File: src/design/tpsi_pkg.sv
// constants, field layout and state type of the two-profile step indexer
// Overview of operation
// - two independent stored motion profiles
// - base speed accepted from 1 to 5000
// - max speed accepted from 1 to 50000
// - accel 100 to 9999999, higher ramps faster
// - step count 0 to 8388607, exact pulses
// - one rate for acceleration and deceleration
// - pulse train starts and ends at base
// - ramp up, hold, ramp down, complete
// - soft limit decelerates, finishes at base
// - hard limit stops pulses, asserts complete
// - profile input loads profile and starts index
// - profiles retained, programmed before first index
// - direction pin low means counterclockwise
// - software start uses software direction
// - complete output held programmed microseconds
// - axis address up to 99, default zero
// - axis address written and read back
// - inputs active low, open reads inactive
// - on/off input active removes phase power
// - current reduced while indexer not running
package tpsi_pkg;
   localparam int unsigned CLK_PERIOD_NS = 50;
   localparam int unsigned NS_PER_US = 1000;
   localparam int unsigned CLK_HZ = 1_000_000_000 / CLK_PERIOD_NS;
   localparam int unsigned CYC_PER_US = NS_PER_US / CLK_PERIOD_NS;

   localparam int unsigned ACC_W = 24;
   localparam int unsigned SPD_W = 16;
   localparam int unsigned CNT_W = 23;
   localparam int unsigned CT_W = 10;
   localparam int unsigned AX_W = 7;
   localparam int unsigned TMR_W = 15;
   localparam int unsigned ADDR_W = 8;

   localparam logic [ACC_W-1:0] ACCEL_MIN = 24'd100;
   localparam logic [ACC_W-1:0] ACCEL_MAX = 24'd9999999;
   localparam logic [SPD_W-1:0] BASE_MIN = 16'd1;
   localparam logic [SPD_W-1:0] BASE_MAX = 16'd5000;
   localparam logic [SPD_W-1:0] MAXSPD_MIN = 16'd1;
   localparam logic [SPD_W-1:0] MAXSPD_MAX = 16'd50000;
   localparam logic [CT_W-1:0] CTIME_MIN = 10'd1;
   localparam logic [CT_W-1:0] CTIME_MAX = 10'd1000;
   localparam logic [AX_W-1:0] AXIS_MAX = 7'd99;

   localparam logic [ACC_W-1:0] RST_ACCEL = 24'd100;
   localparam logic [SPD_W-1:0] RST_BASE = 16'd1;
   localparam logic [SPD_W-1:0] RST_MAXSPD = 16'd1;
   localparam logic [CNT_W-1:0] RST_COUNT = 23'd0;
   localparam logic [CT_W-1:0] RST_CTIME = 10'd1;
   localparam logic [AX_W-1:0] RST_AXIS = 7'd0;

   localparam logic [ADDR_W-1:0] ADDR_CTRL = 8'h00;
   localparam logic [ADDR_W-1:0] ADDR_STAT = 8'h04;
   localparam logic [ADDR_W-1:0] ADDR_AXIS = 8'h08;
   localparam logic [2:0] PROF0_SEL = 3'h1;
   localparam logic [2:0] PROF1_SEL = 3'h2;
   localparam logic [2:0] F_ACCEL = 3'h0;
   localparam logic [2:0] F_BASE = 3'h1;
   localparam logic [2:0] F_MAXSPD = 3'h2;
   localparam logic [2:0] F_COUNT = 3'h3;
   localparam logic [2:0] F_CTIME = 3'h4;

   localparam int unsigned CB_GO = 0;
   localparam int unsigned CB_PSEL = 1;
   localparam int unsigned CB_SOFT = 2;
   localparam int unsigned CB_HARD = 3;
   localparam int unsigned CB_DIR = 4;
   localparam int unsigned SB_RUN = 0;
   localparam int unsigned SB_BUSY = 1;
   localparam int unsigned SB_COMP = 2;
   localparam int unsigned SB_DIR = 3;
   localparam int unsigned SB_SOFT = 4;
   localparam int unsigned SB_PIN = 5;

   localparam logic [1:0] RESP_OKAY = 2'h0;
   localparam logic [1:0] RESP_SLVERR = 2'h2;

   typedef enum logic [1:0] {
      ST_IDLE = 2'h0,
      ST_RUN = 2'h1,
      ST_DONE = 2'h3
   } tpsi_state_t;
endpackage

File: src/design/tpsi_rate.sv
// fractional rate accumulator: ticks rate times per second of clock
`timescale 1ns/100ps
`default_nettype none
module tpsi_rate #(
   parameter int unsigned W = 16
) (
   input wire logic clock,
   input wire logic rst_b,
   input wire logic clr,
   input wire logic [W-1:0] rate,
   output logic tick
);
   import tpsi_pkg::*;
   localparam logic [25:0] LIM = 26'(CLK_HZ);
   logic [25:0] acc;
   logic [25:0] sum;

   assign sum = acc + 26'(rate);

   always_ff @(posedge clock or negedge rst_b) begin
      if (!rst_b) begin
         acc <= 26'h0;
         tick <= 1'b0;
      end else if (clr) begin
         acc <= 26'h0;
         tick <= 1'b0;
      end else if (sum >= LIM) begin
         acc <= sum - LIM;
         tick <= 1'b1;
      end else begin
         acc <= sum;
         tick <= 1'b0;
      end
   end
endmodule // tpsi_rate
`default_nettype wire

File: src/design/tpsi_indexer.sv
// two-profile step indexer with axi4-lite register access
`timescale 1ns/100ps
`default_nettype none
module tpsi_indexer (
   input wire logic clock,
   input wire logic rst_b,
   input wire logic [tpsi_pkg::ADDR_W-1:0] s_axi_awaddr,
   input wire logic s_axi_awvalid,
   output logic s_axi_awready,
   input wire logic [31:0] s_axi_wdata,
   input wire logic [3:0] s_axi_wstrb,
   input wire logic s_axi_wvalid,
   output logic s_axi_wready,
   output logic [1:0] s_axi_bresp,
   output logic s_axi_bvalid,
   input wire logic s_axi_bready,
   input wire logic [tpsi_pkg::ADDR_W-1:0] s_axi_araddr,
   input wire logic s_axi_arvalid,
   output logic s_axi_arready,
   output logic [31:0] s_axi_rdata,
   output logic [1:0] s_axi_rresp,
   output logic s_axi_rvalid,
   input wire logic s_axi_rready,
   input wire logic prof1_b,
   input wire logic prof2_b,
   input wire logic dir_in_b,
   input wire logic onoff_b,
   input wire logic soft_lim_b,
   input wire logic hard_lim_b,
   input wire logic complete_in,
   output logic complete_o,
   output logic complete_oe,
   output logic step,
   output logic dir_ccw,
   output logic phase_en,
   output logic cur_reduce,
   output logic running
);
   import tpsi_pkg::*;

   ////////////////////////////////////////////////////////////////////////
   // stored profiles and software control

   logic [ACC_W-1:0] p_accel [2];
   logic [SPD_W-1:0] p_base [2];
   logic [SPD_W-1:0] p_max [2];
   logic [CNT_W-1:0] p_count [2];
   logic [CT_W-1:0] p_ctime [2];
   logic [AX_W-1:0] axis;
   logic sw_dir;
   logic sw_psel;
   logic go_pls;
   logic soft_pls;
   logic hard_pls;

   tpsi_state_t state;
   logic [CNT_W-1:0] rem;
   logic [SPD_W-1:0] spd;
   logic [ACC_W-1:0] a_accel;
   logic [SPD_W-1:0] a_base;
   logic [SPD_W-1:0] a_max;
   logic [CT_W-1:0] a_ctime;
   logic [TMR_W-1:0] ctimer;
   logic soft_on;
   logic src_sw;

   logic wr_go;
   logic wr_en;
   logic wr_ok;
   logic wr_prof;
   logic wr_pi;
   logic [2:0] wr_fld;
   logic [31:0] wd;
   logic rd_ok;
   logic [31:0] rd_val;

   assign wd = s_axi_wdata;
   assign wr_go = s_axi_awvalid && s_axi_wvalid && !s_axi_awready
      && !s_axi_bvalid;
   assign wr_en = s_axi_awready;
   assign wr_prof = (s_axi_awaddr[7:5] == PROF0_SEL)
      || (s_axi_awaddr[7:5] == PROF1_SEL);
   assign wr_pi = (s_axi_awaddr[7:5] == PROF1_SEL);
   assign wr_fld = s_axi_awaddr[4:2];

   // only full-word writes to mapped offsets are taken
   always_comb begin
      wr_ok = 1'b0;
      if (s_axi_wstrb == 4'hf && s_axi_awaddr[1:0] == 2'h0) begin
         if (wr_prof) begin
            wr_ok = (wr_fld <= F_CTIME);
         end else begin
            wr_ok = (s_axi_awaddr == ADDR_CTRL)
               || (s_axi_awaddr == ADDR_AXIS);
         end
      end
   end

   always_ff @(posedge clock or negedge rst_b) begin
      if (!rst_b) begin
         s_axi_awready <= 1'b0;
         s_axi_wready <= 1'b0;
         s_axi_bvalid <= 1'b0;
         s_axi_bresp <= RESP_OKAY;
      end else begin
         s_axi_awready <= wr_go;
         s_axi_wready <= wr_go;
         if (wr_en) begin
            s_axi_bvalid <= 1'b1;
            s_axi_bresp <= wr_ok ? RESP_OKAY : RESP_SLVERR;
         end else if (s_axi_bready) begin
            s_axi_bvalid <= 1'b0;
         end
      end
   end

   // out-of-range values are dropped and the old value kept
   always_ff @(posedge clock or negedge rst_b) begin
      if (!rst_b) begin
         for (int i = 0; i < 2; i++) begin
            p_accel[i] <= RST_ACCEL;
            p_base[i] <= RST_BASE;
            p_max[i] <= RST_MAXSPD;
            p_count[i] <= RST_COUNT;
            p_ctime[i] <= RST_CTIME;
         end
      end else if (wr_en && wr_ok && wr_prof) begin
         unique case (wr_fld)
            F_ACCEL: begin
               if (wd >= 32'(ACCEL_MIN) && wd <= 32'(ACCEL_MAX))
                  p_accel[wr_pi] <= wd[ACC_W-1:0];
            end
            F_BASE: begin
               if (wd >= 32'(BASE_MIN) && wd <= 32'(BASE_MAX))
                  p_base[wr_pi] <= wd[SPD_W-1:0];
            end
            F_MAXSPD: begin
               if (wd >= 32'(MAXSPD_MIN) && wd <= 32'(MAXSPD_MAX))
                  p_max[wr_pi] <= wd[SPD_W-1:0];
            end
            F_COUNT: begin
               if (wd[31:CNT_W] == '0)
                  p_count[wr_pi] <= wd[CNT_W-1:0];
            end
            default: begin
               if (wd >= 32'(CTIME_MIN) && wd <= 32'(CTIME_MAX))
                  p_ctime[wr_pi] <= wd[CT_W-1:0];
            end
         endcase
      end
   end

   always_ff @(posedge clock or negedge rst_b) begin
      if (!rst_b) begin
         axis <= RST_AXIS;
      end else if (wr_en && wr_ok && s_axi_awaddr == ADDR_AXIS
                   && wd <= 32'(AXIS_MAX)) begin
         axis <= wd[AX_W-1:0];
      end
   end

   always_ff @(posedge clock or negedge rst_b) begin
      if (!rst_b) begin
         sw_dir <= 1'b0;
         sw_psel <= 1'b0;
         go_pls <= 1'b0;
         soft_pls <= 1'b0;
         hard_pls <= 1'b0;
      end else begin
         go_pls <= 1'b0;
         soft_pls <= 1'b0;
         hard_pls <= 1'b0;
         if (wr_en && wr_ok && s_axi_awaddr == ADDR_CTRL) begin
            // direction is settable only while idle
            if (state == ST_IDLE)
               sw_dir <= wd[CB_DIR];
            sw_psel <= wd[CB_PSEL];
            go_pls <= wd[CB_GO];
            soft_pls <= wd[CB_SOFT];
            hard_pls <= wd[CB_HARD];
         end
      end
   end

   ////////////////////////////////////////////////////////////////////////
   // read side

   always_comb begin
      rd_val = 32'h0;
      rd_ok = 1'b1;
      if (s_axi_araddr[1:0] != 2'h0) begin
         rd_ok = 1'b0;
      end else if (s_axi_araddr[7:5] == PROF0_SEL
                   || s_axi_araddr[7:5] == PROF1_SEL) begin
         unique case (s_axi_araddr[4:2])
            F_ACCEL: rd_val = 32'(p_accel[s_axi_araddr[6]]);
            F_BASE: rd_val = 32'(p_base[s_axi_araddr[6]]);
            F_MAXSPD: rd_val = 32'(p_max[s_axi_araddr[6]]);
            F_COUNT: rd_val = 32'(p_count[s_axi_araddr[6]]);
            F_CTIME: rd_val = 32'(p_ctime[s_axi_araddr[6]]);
            default: rd_ok = 1'b0;
         endcase
      end else if (s_axi_araddr == ADDR_CTRL) begin
         rd_val[CB_PSEL] = sw_psel;
         rd_val[CB_DIR] = sw_dir;
      end else if (s_axi_araddr == ADDR_STAT) begin
         rd_val[SB_RUN] = running;
         rd_val[SB_BUSY] = (state != ST_IDLE);
         rd_val[SB_COMP] = complete_oe;
         rd_val[SB_DIR] = dir_ccw;
         rd_val[SB_SOFT] = soft_on;
         rd_val[SB_PIN] = complete_in;
      end else if (s_axi_araddr == ADDR_AXIS) begin
         rd_val = 32'(axis);
      end else begin
         rd_ok = 1'b0;
      end
   end

   always_ff @(posedge clock or negedge rst_b) begin
      if (!rst_b) begin
         s_axi_arready <= 1'b0;
         s_axi_rvalid <= 1'b0;
         s_axi_rdata <= 32'h0;
         s_axi_rresp <= RESP_OKAY;
      end else begin
         s_axi_arready <= s_axi_arvalid && !s_axi_arready && !s_axi_rvalid;
         if (s_axi_arready) begin
            s_axi_rvalid <= 1'b1;
            s_axi_rdata <= rd_val;
            s_axi_rresp <= rd_ok ? RESP_OKAY : RESP_SLVERR;
         end else if (s_axi_rready) begin
            s_axi_rvalid <= 1'b0;
         end
      end
   end

   ////////////////////////////////////////////////////////////////////////
   // pin requests

   logic p1_q;
   logic p2_q;
   logic dir_q;
   logic p1_rise;
   logic p2_rise;
   logic pin_start;
   logic start;
   logic sel;
   logic soft_req;
   logic hard_req;

   always_ff @(posedge clock or negedge rst_b) begin
      if (!rst_b) begin
         p1_q <= 1'b0;
         p2_q <= 1'b0;
         dir_q <= 1'b0;
      end else begin
         p1_q <= !prof1_b;
         p2_q <= !prof2_b;
         dir_q <= !dir_in_b;
      end
   end

   assign p1_rise = !prof1_b && !p1_q;
   assign p2_rise = !prof2_b && !p2_q;
   assign pin_start = p1_rise || p2_rise;
   // starts only count when idle
   assign start = (state == ST_IDLE) && (pin_start || go_pls);
   // profile one wins if both inputs rise together
   assign sel = pin_start ? !p1_rise : sw_psel;
   assign soft_req = soft_pls || !soft_lim_b;
   assign hard_req = hard_pls || !hard_lim_b;

   ////////////////////////////////////////////////////////////////////////
   // motion

   logic step_tick;
   logic ramp_tick;
   logic run;
   logic decel;
   logic [47:0] need;
   logic [31:0] have;

   assign run = (state == ST_RUN);
   // steps left to brake versus (v^2 - base^2) / 2a
   assign need = {24'h0, rem, 1'b0} * {24'h0, a_accel};
   assign have = 32'(spd) * 32'(spd) - 32'(a_base) * 32'(a_base);
   assign decel = soft_on || (need <= 48'(have));

   tpsi_rate #(.W(SPD_W)) u_step_rate (
      .clock(clock),
      .rst_b(rst_b),
      .clr(!run),
      .rate(spd),
      .tick(step_tick)
   );

   // ramp waits for the first step so the first period is at base speed
   tpsi_rate #(.W(ACC_W)) u_ramp_rate (
      .clock(clock),
      .rst_b(rst_b),
      .clr(!run || !running),
      .rate(a_accel),
      .tick(ramp_tick)
   );

   always_ff @(posedge clock or negedge rst_b) begin
      if (!rst_b) begin
         state <= ST_IDLE;
         rem <= '0;
         ctimer <= '0;
         complete_oe <= 1'b0;
         step <= 1'b0;
         running <= 1'b0;
      end else begin
         step <= 1'b0;
         unique case (state)
            ST_IDLE: begin
               if (start) begin
                  rem <= p_count[sel];
                  if (p_count[sel] == '0) begin
                     state <= ST_DONE;
                  end else begin
                     state <= ST_RUN;
                  end
               end
            end
            ST_RUN: begin
               if (hard_req) begin
                  state <= ST_DONE;
                  running <= 1'b0;
               end else if (step_tick) begin
                  step <= 1'b1;
                  running <= 1'b1;
                  rem <= rem - 1'b1;
                  if (rem == CNT_W'(1)) begin
                     state <= ST_DONE;
                  end
               end
            end
            ST_DONE: begin
               running <= 1'b0;
               // completion follows the last pulse by one clock
               if (!complete_oe) begin
                  complete_oe <= 1'b1;
                  ctimer <= TMR_W'(a_ctime) * TMR_W'(CYC_PER_US);
               end else if (ctimer <= TMR_W'(1)) begin
                  state <= ST_IDLE;
                  complete_oe <= 1'b0;
               end else begin
                  ctimer <= ctimer - 1'b1;
               end
            end
         endcase
      end
   end

   always_ff @(posedge clock or negedge rst_b) begin
      if (!rst_b) begin
         spd <= RST_BASE;
         a_accel <= RST_ACCEL;
         a_base <= RST_BASE;
         a_max <= RST_MAXSPD;
         a_ctime <= RST_CTIME;
         soft_on <= 1'b0;
      end else if (start) begin
         spd <= p_base[sel];
         a_accel <= p_accel[sel];
         a_base <= p_base[sel];
         a_max <= p_max[sel];
         a_ctime <= p_ctime[sel];
         soft_on <= 1'b0;
      end else if (run) begin
         if (soft_req)
            soft_on <= 1'b1;
         if (ramp_tick) begin
            // one shared rate for both ramps
            if (decel) begin
               if (spd > a_base)
                  spd <= spd - 1'b1;
            end else if (spd < a_max) begin
               spd <= spd + 1'b1;
            end
         end
      end
   end

   ////////////////////////////////////////////////////////////////////////
   // direction and driver outputs

   always_ff @(posedge clock or negedge rst_b) begin
      if (!rst_b) begin
         src_sw <= 1'b0;
         dir_ccw <= 1'b0;
      end else begin
         if (start && !pin_start)
            src_sw <= 1'b1;
         else if (start || (state == ST_IDLE && dir_q != !dir_in_b))
            src_sw <= 1'b0;
         if (start && !pin_start)
            dir_ccw <= sw_dir;
         else if (start || !src_sw)
            dir_ccw <= !dir_in_b;
      end
   end

   always_ff @(posedge clock or negedge rst_b) begin
      if (!rst_b) begin
         phase_en <= 1'b0;
         cur_reduce <= 1'b1;
         complete_o <= 1'b0;
      end else begin
         phase_en <= onoff_b;
         cur_reduce <= !run;
         complete_o <= 1'b0;
      end
   end

endmodule // tpsi_indexer
`default_nettype wire

File: config.mk
export PLATFORM = sky130hd
export DESIGN_NAME = tpsi_indexer
export DESIGN_NICKNAME = d
export VERILOG_FILES = /design/src/design/tpsi_pkg.sv /design/src/design/tpsi_rate.sv /design/src/design/tpsi_indexer.sv
export SDC_FILE = /design/constraint.sdc
export NUM_CORES = 2
export LEC_CHECK = 0
export BUFFER_PORTS_ARGS = -buffer_cell sky130_fd_sc_hd__buf_4
export CORE_MARGIN = 2
export CORE_UTILIZATION = 41
export DETAILED_ROUTE_END_ITERATION = 8
export PLACE_DENSITY = 0.66
export REMOVE_ABC_BUFFERS = 1
export SLEW_MARGIN = 20
export SYNTH_ARGS = -nofsm -noshare
export SYNTH_HDL_FRONTEND = slang
export SYNTH_SLANG_ARGS = --single-unit
export TNS_END_PERCENT = 1
File: constraint.sdc
create_clock -name clock -period 26 [get_ports clock]
set_input_delay 6.5 -clock clock [delete_from_list [all_inputs] [get_ports clock]]
set_output_delay 6.5 -clock clock [all_outputs]
set_load 0.01 [all_outputs]
==> flow_summary_export.csv <==
group,metric,value,unit
final_layout,layout_common_cells,"inv_1, fa_1, nand2_1",
worst_setup_path,crit_type,"reg -> reg",
synthesis,synth-edff-count,0,
worst_setup_path,cp_slowest_cell,"dfrtp_1",
worst_setup_path,endpoint_kind,"register",
sta,slew_violations,0,
synthesis,async_flop_share,100,%
synthesis,yosysWarnings,0,
worst_setup_path,r2r-start,"a_base[2]",
floorplan,die_area,145000,um2
sta,post-route-period-util,56.9,%
final_layout,area_delta_synth_final,6.85,%
floorplan,fp-row-count,138,
place,dp.cells,8086,
worst_setup_path,setup.worst_path.start_class,"register",
final_layout,nets,7677,
place,gp_routability_congestion,0.911,
sta,tightest_slew,1150,ps
final_layout,final_common_cell,"inv_1",
sta,finalClockSkew,18.0,ps
synthesis,syn_avg_cell_area,9.21,um2
worst_setup_path,arrival,15310,ps
floorplan,io_pins,114,
global_routing,grt_max_degree,176,
clocking,cts_tree,"done",
sta,layout_min_cycle_time,14800,ps
sta,report.final.setup_viol,0,
synthesis,synth-seq-cells,407,
final_layout,final_cells,8161,
floorplan,coreArea,141000,um2
synthesis,synth.distinct_cells,99,
clocking,clkTransAtPathRegs,70,ps
final_layout,n_antenna_cell,0,
sta,grt_setup_unrepaired,"no",
sta,relSlewSlack,23.3,%
sta,fmax,67.5,MHz
synthesis,syn_inst,6301,
sta,hold-worst-slack,465,ps
run,drv_cap,0,
clocking,clock-sinks,407,
place,dp_hpwl,124000,um
floorplan,start_util,41.1,%
sta,setup_tns,0,ps
clocking,clock_latency,590,ps
worst_setup_path,crit_path_start,"a_base[2]",
worst_setup_path,r2r_cells,52,
global_routing,grt_pass1_wl,258000,um
clocking,htree_num_levels,2,
worst_setup_path,crit_fanout,15,
drt,finalWirelength,158000,um
hold_path,hp-class,"reg -> reg",
hold_path,whs_endpoint,"s_axi_wready",
worst_setup_path,cp_common_cell,"fa_1",
drt,drc,0,
clocking,cts_buffer_depth,3,
drt,postRouteAntennaNets,0,
global_routing,grt_pass1_vias,46462,
outcome,status,"complete, no violations",
global_routing,antenna_found_initial,1,
worst_setup_path,crit_required,26510,ps
clocking,cts_made_buffers,41,
drt,drt_iter0_markers,3108,
synthesis,ys.flop_type,"dfrtp_1",
place,io_buffers,102,
drt,viasPerCell,5.37,
drt,vias,43810,
worst_setup_path,max_stage_delay,690,ps
worst_setup_path,reg2reg_slack,11200,ps
synthesis,syn_area,58000,um2
drt,first_pass_iters,6,
global_routing,grt-ovfl-total,0,
hold_path,hp-start,"s_axi_bvalid",
final_layout,drive_gt1_share,8.28,%
clocking,ctsResizeCount,0,
hold_path,whs_path_depth,1,
clocking,holdBufCountCts,0,
floorplan,die_w,380,um
clocking,cts_root_buf,"clkbuf_16",
synthesis,yosysSeqAreaShare,17.6,%
worst_setup_path,worstReg2RegEnd,"spd[14]",
global_routing,track_usage,22.3,%
clocking,cts_setup_buffers,0,
drt,wl_per_cell,19.4,um
floorplan,die_h,380,um
sta,final_hold_viol_count,0,
layout make-up:
cell class                 instances  area, um2
multi-input combinational       4373      42100
timing repair buffer             183       1400
fill                           13671      79100
inverter                        1233       4630
tap                             1890       2360
sequential                       407      10200
clock buffer                      59       1140
clock inverter                    16        181
flip-flops by register name (all words and copies together) (netlist names), 2 cells and up:
register	cells
a_accel	24
a_base	16
a_ctime	10
a_max	16
axis	7
ctimer	15
p_accel	48
p_base	32
p_count	46
p_ctime	20
p_max	32
rem	23
s_axi_rdata	24
spd	16
state	2
u_ramp_rate.acc	26
u_step_rate.acc	26
worst max-delay path by stage:
stage	endpoint	slack [ps]	cells after the start
6_report	spd[14]	11200	52
5_1_grt	spd[14]	10220	54
4_1_cts	spd[14]	11270	52
3_5_place_dp	spd[14]	11380	52
3_3_place_gp	spd[14]	11850	52
2_1_floorplan	rem[0]	11420	5
worst max-delay path, delay by kind of cell (launching register included):
kind                       cells  cell delay [ps]
adders and majority gates     11             5060
DFF                            1              690
xor gates and xnor gates       2              330
and+or+nand+nor               11             3000
AOI/OAI and AO/OA             22             4820
buffers and inverters          6              780
stage by stage:
stage	utilization [%]	setup slack (ps)	instance area, um2
finish	43.9	11200	62000
global route	43.9	10220	62000
CTS	43.9	11270	62000
detailed placement	43.0	11380	60700
global placement	43.0	11850	60700
floorplan	-	11420	56800
synthesized netlist by cell type (17+ instances only):
| master | count | area (um2) |
|---|---|---|
| o21a_1 | 33 | 248 |
| nand2b_1 | 36 | 225 |
| and2_1 | 213 | 1330 |
| fa_1 | 863 | 17300 |
| o21bai_1 | 21 | 158 |
| dfstp_2 | 20 | 526 |
| nand3_1 | 72 | 360 |
| a21oi_1 | 181 | 906 |
| o22ai_1 | 62 | 388 |
| dfrtp_1 | 387 | 9680 |
| clkbuf_1 | 256 | 961 |
| nand4_1 | 36 | 225 |
| ha_1 | 509 | 6370 |
| nor2b_1 | 30 | 188 |
| a31oi_1 | 22 | 138 |
| a21o_1 | 63 | 473 |
| or3_1 | 25 | 156 |
| nor2_1 | 294 | 1100 |
| buf_1 | 20 | 75.1 |
| xor2_1 | 69 | 604 |
| nor4_1 | 19 | 119 |
| mux2_2 | 188 | 2120 |
| a22o_1 | 17 | 149 |
| nand2_1 | 762 | 2860 |
| nor3_1 | 73 | 365 |
| inv_1 | 1225 | 4600 |
| mux2i_1 | 174 | 1740 |
| and3_1 | 17 | 106 |
| o21ai_0 | 219 | 1100 |
| xnor2_1 | 102 | 893 |
| a211oi_1 | 25 | 188 |
cells by family after synthesis:
| group | synth area share (%) |
|---|---|
| AOI/OAI and AO/OA | 8.96 |
| xor gates and xnor gates | 2.58 |
| adders and majority gates | 40.8 |
| buffers and inverters | 10.0 |
| DFF | 17.6 |
| muxes | 6.89 |
| other | 0.00646 |
| and+or+nand+nor | 13.2 |
routing by layer:
layer	part of all wire, %	vias to the layer above	track usage, %
met4	4.1	2	8.30
met3	5.5	278	2.38
met1	43	22391	29.7
met5	0.0057	-	0
li1	-	19826	-
met2	48	1313	37.6
Power is left out: the tool's default activity adds up to more than one toggle a clock period on the data nets, which glitch-free logic cannot reach.
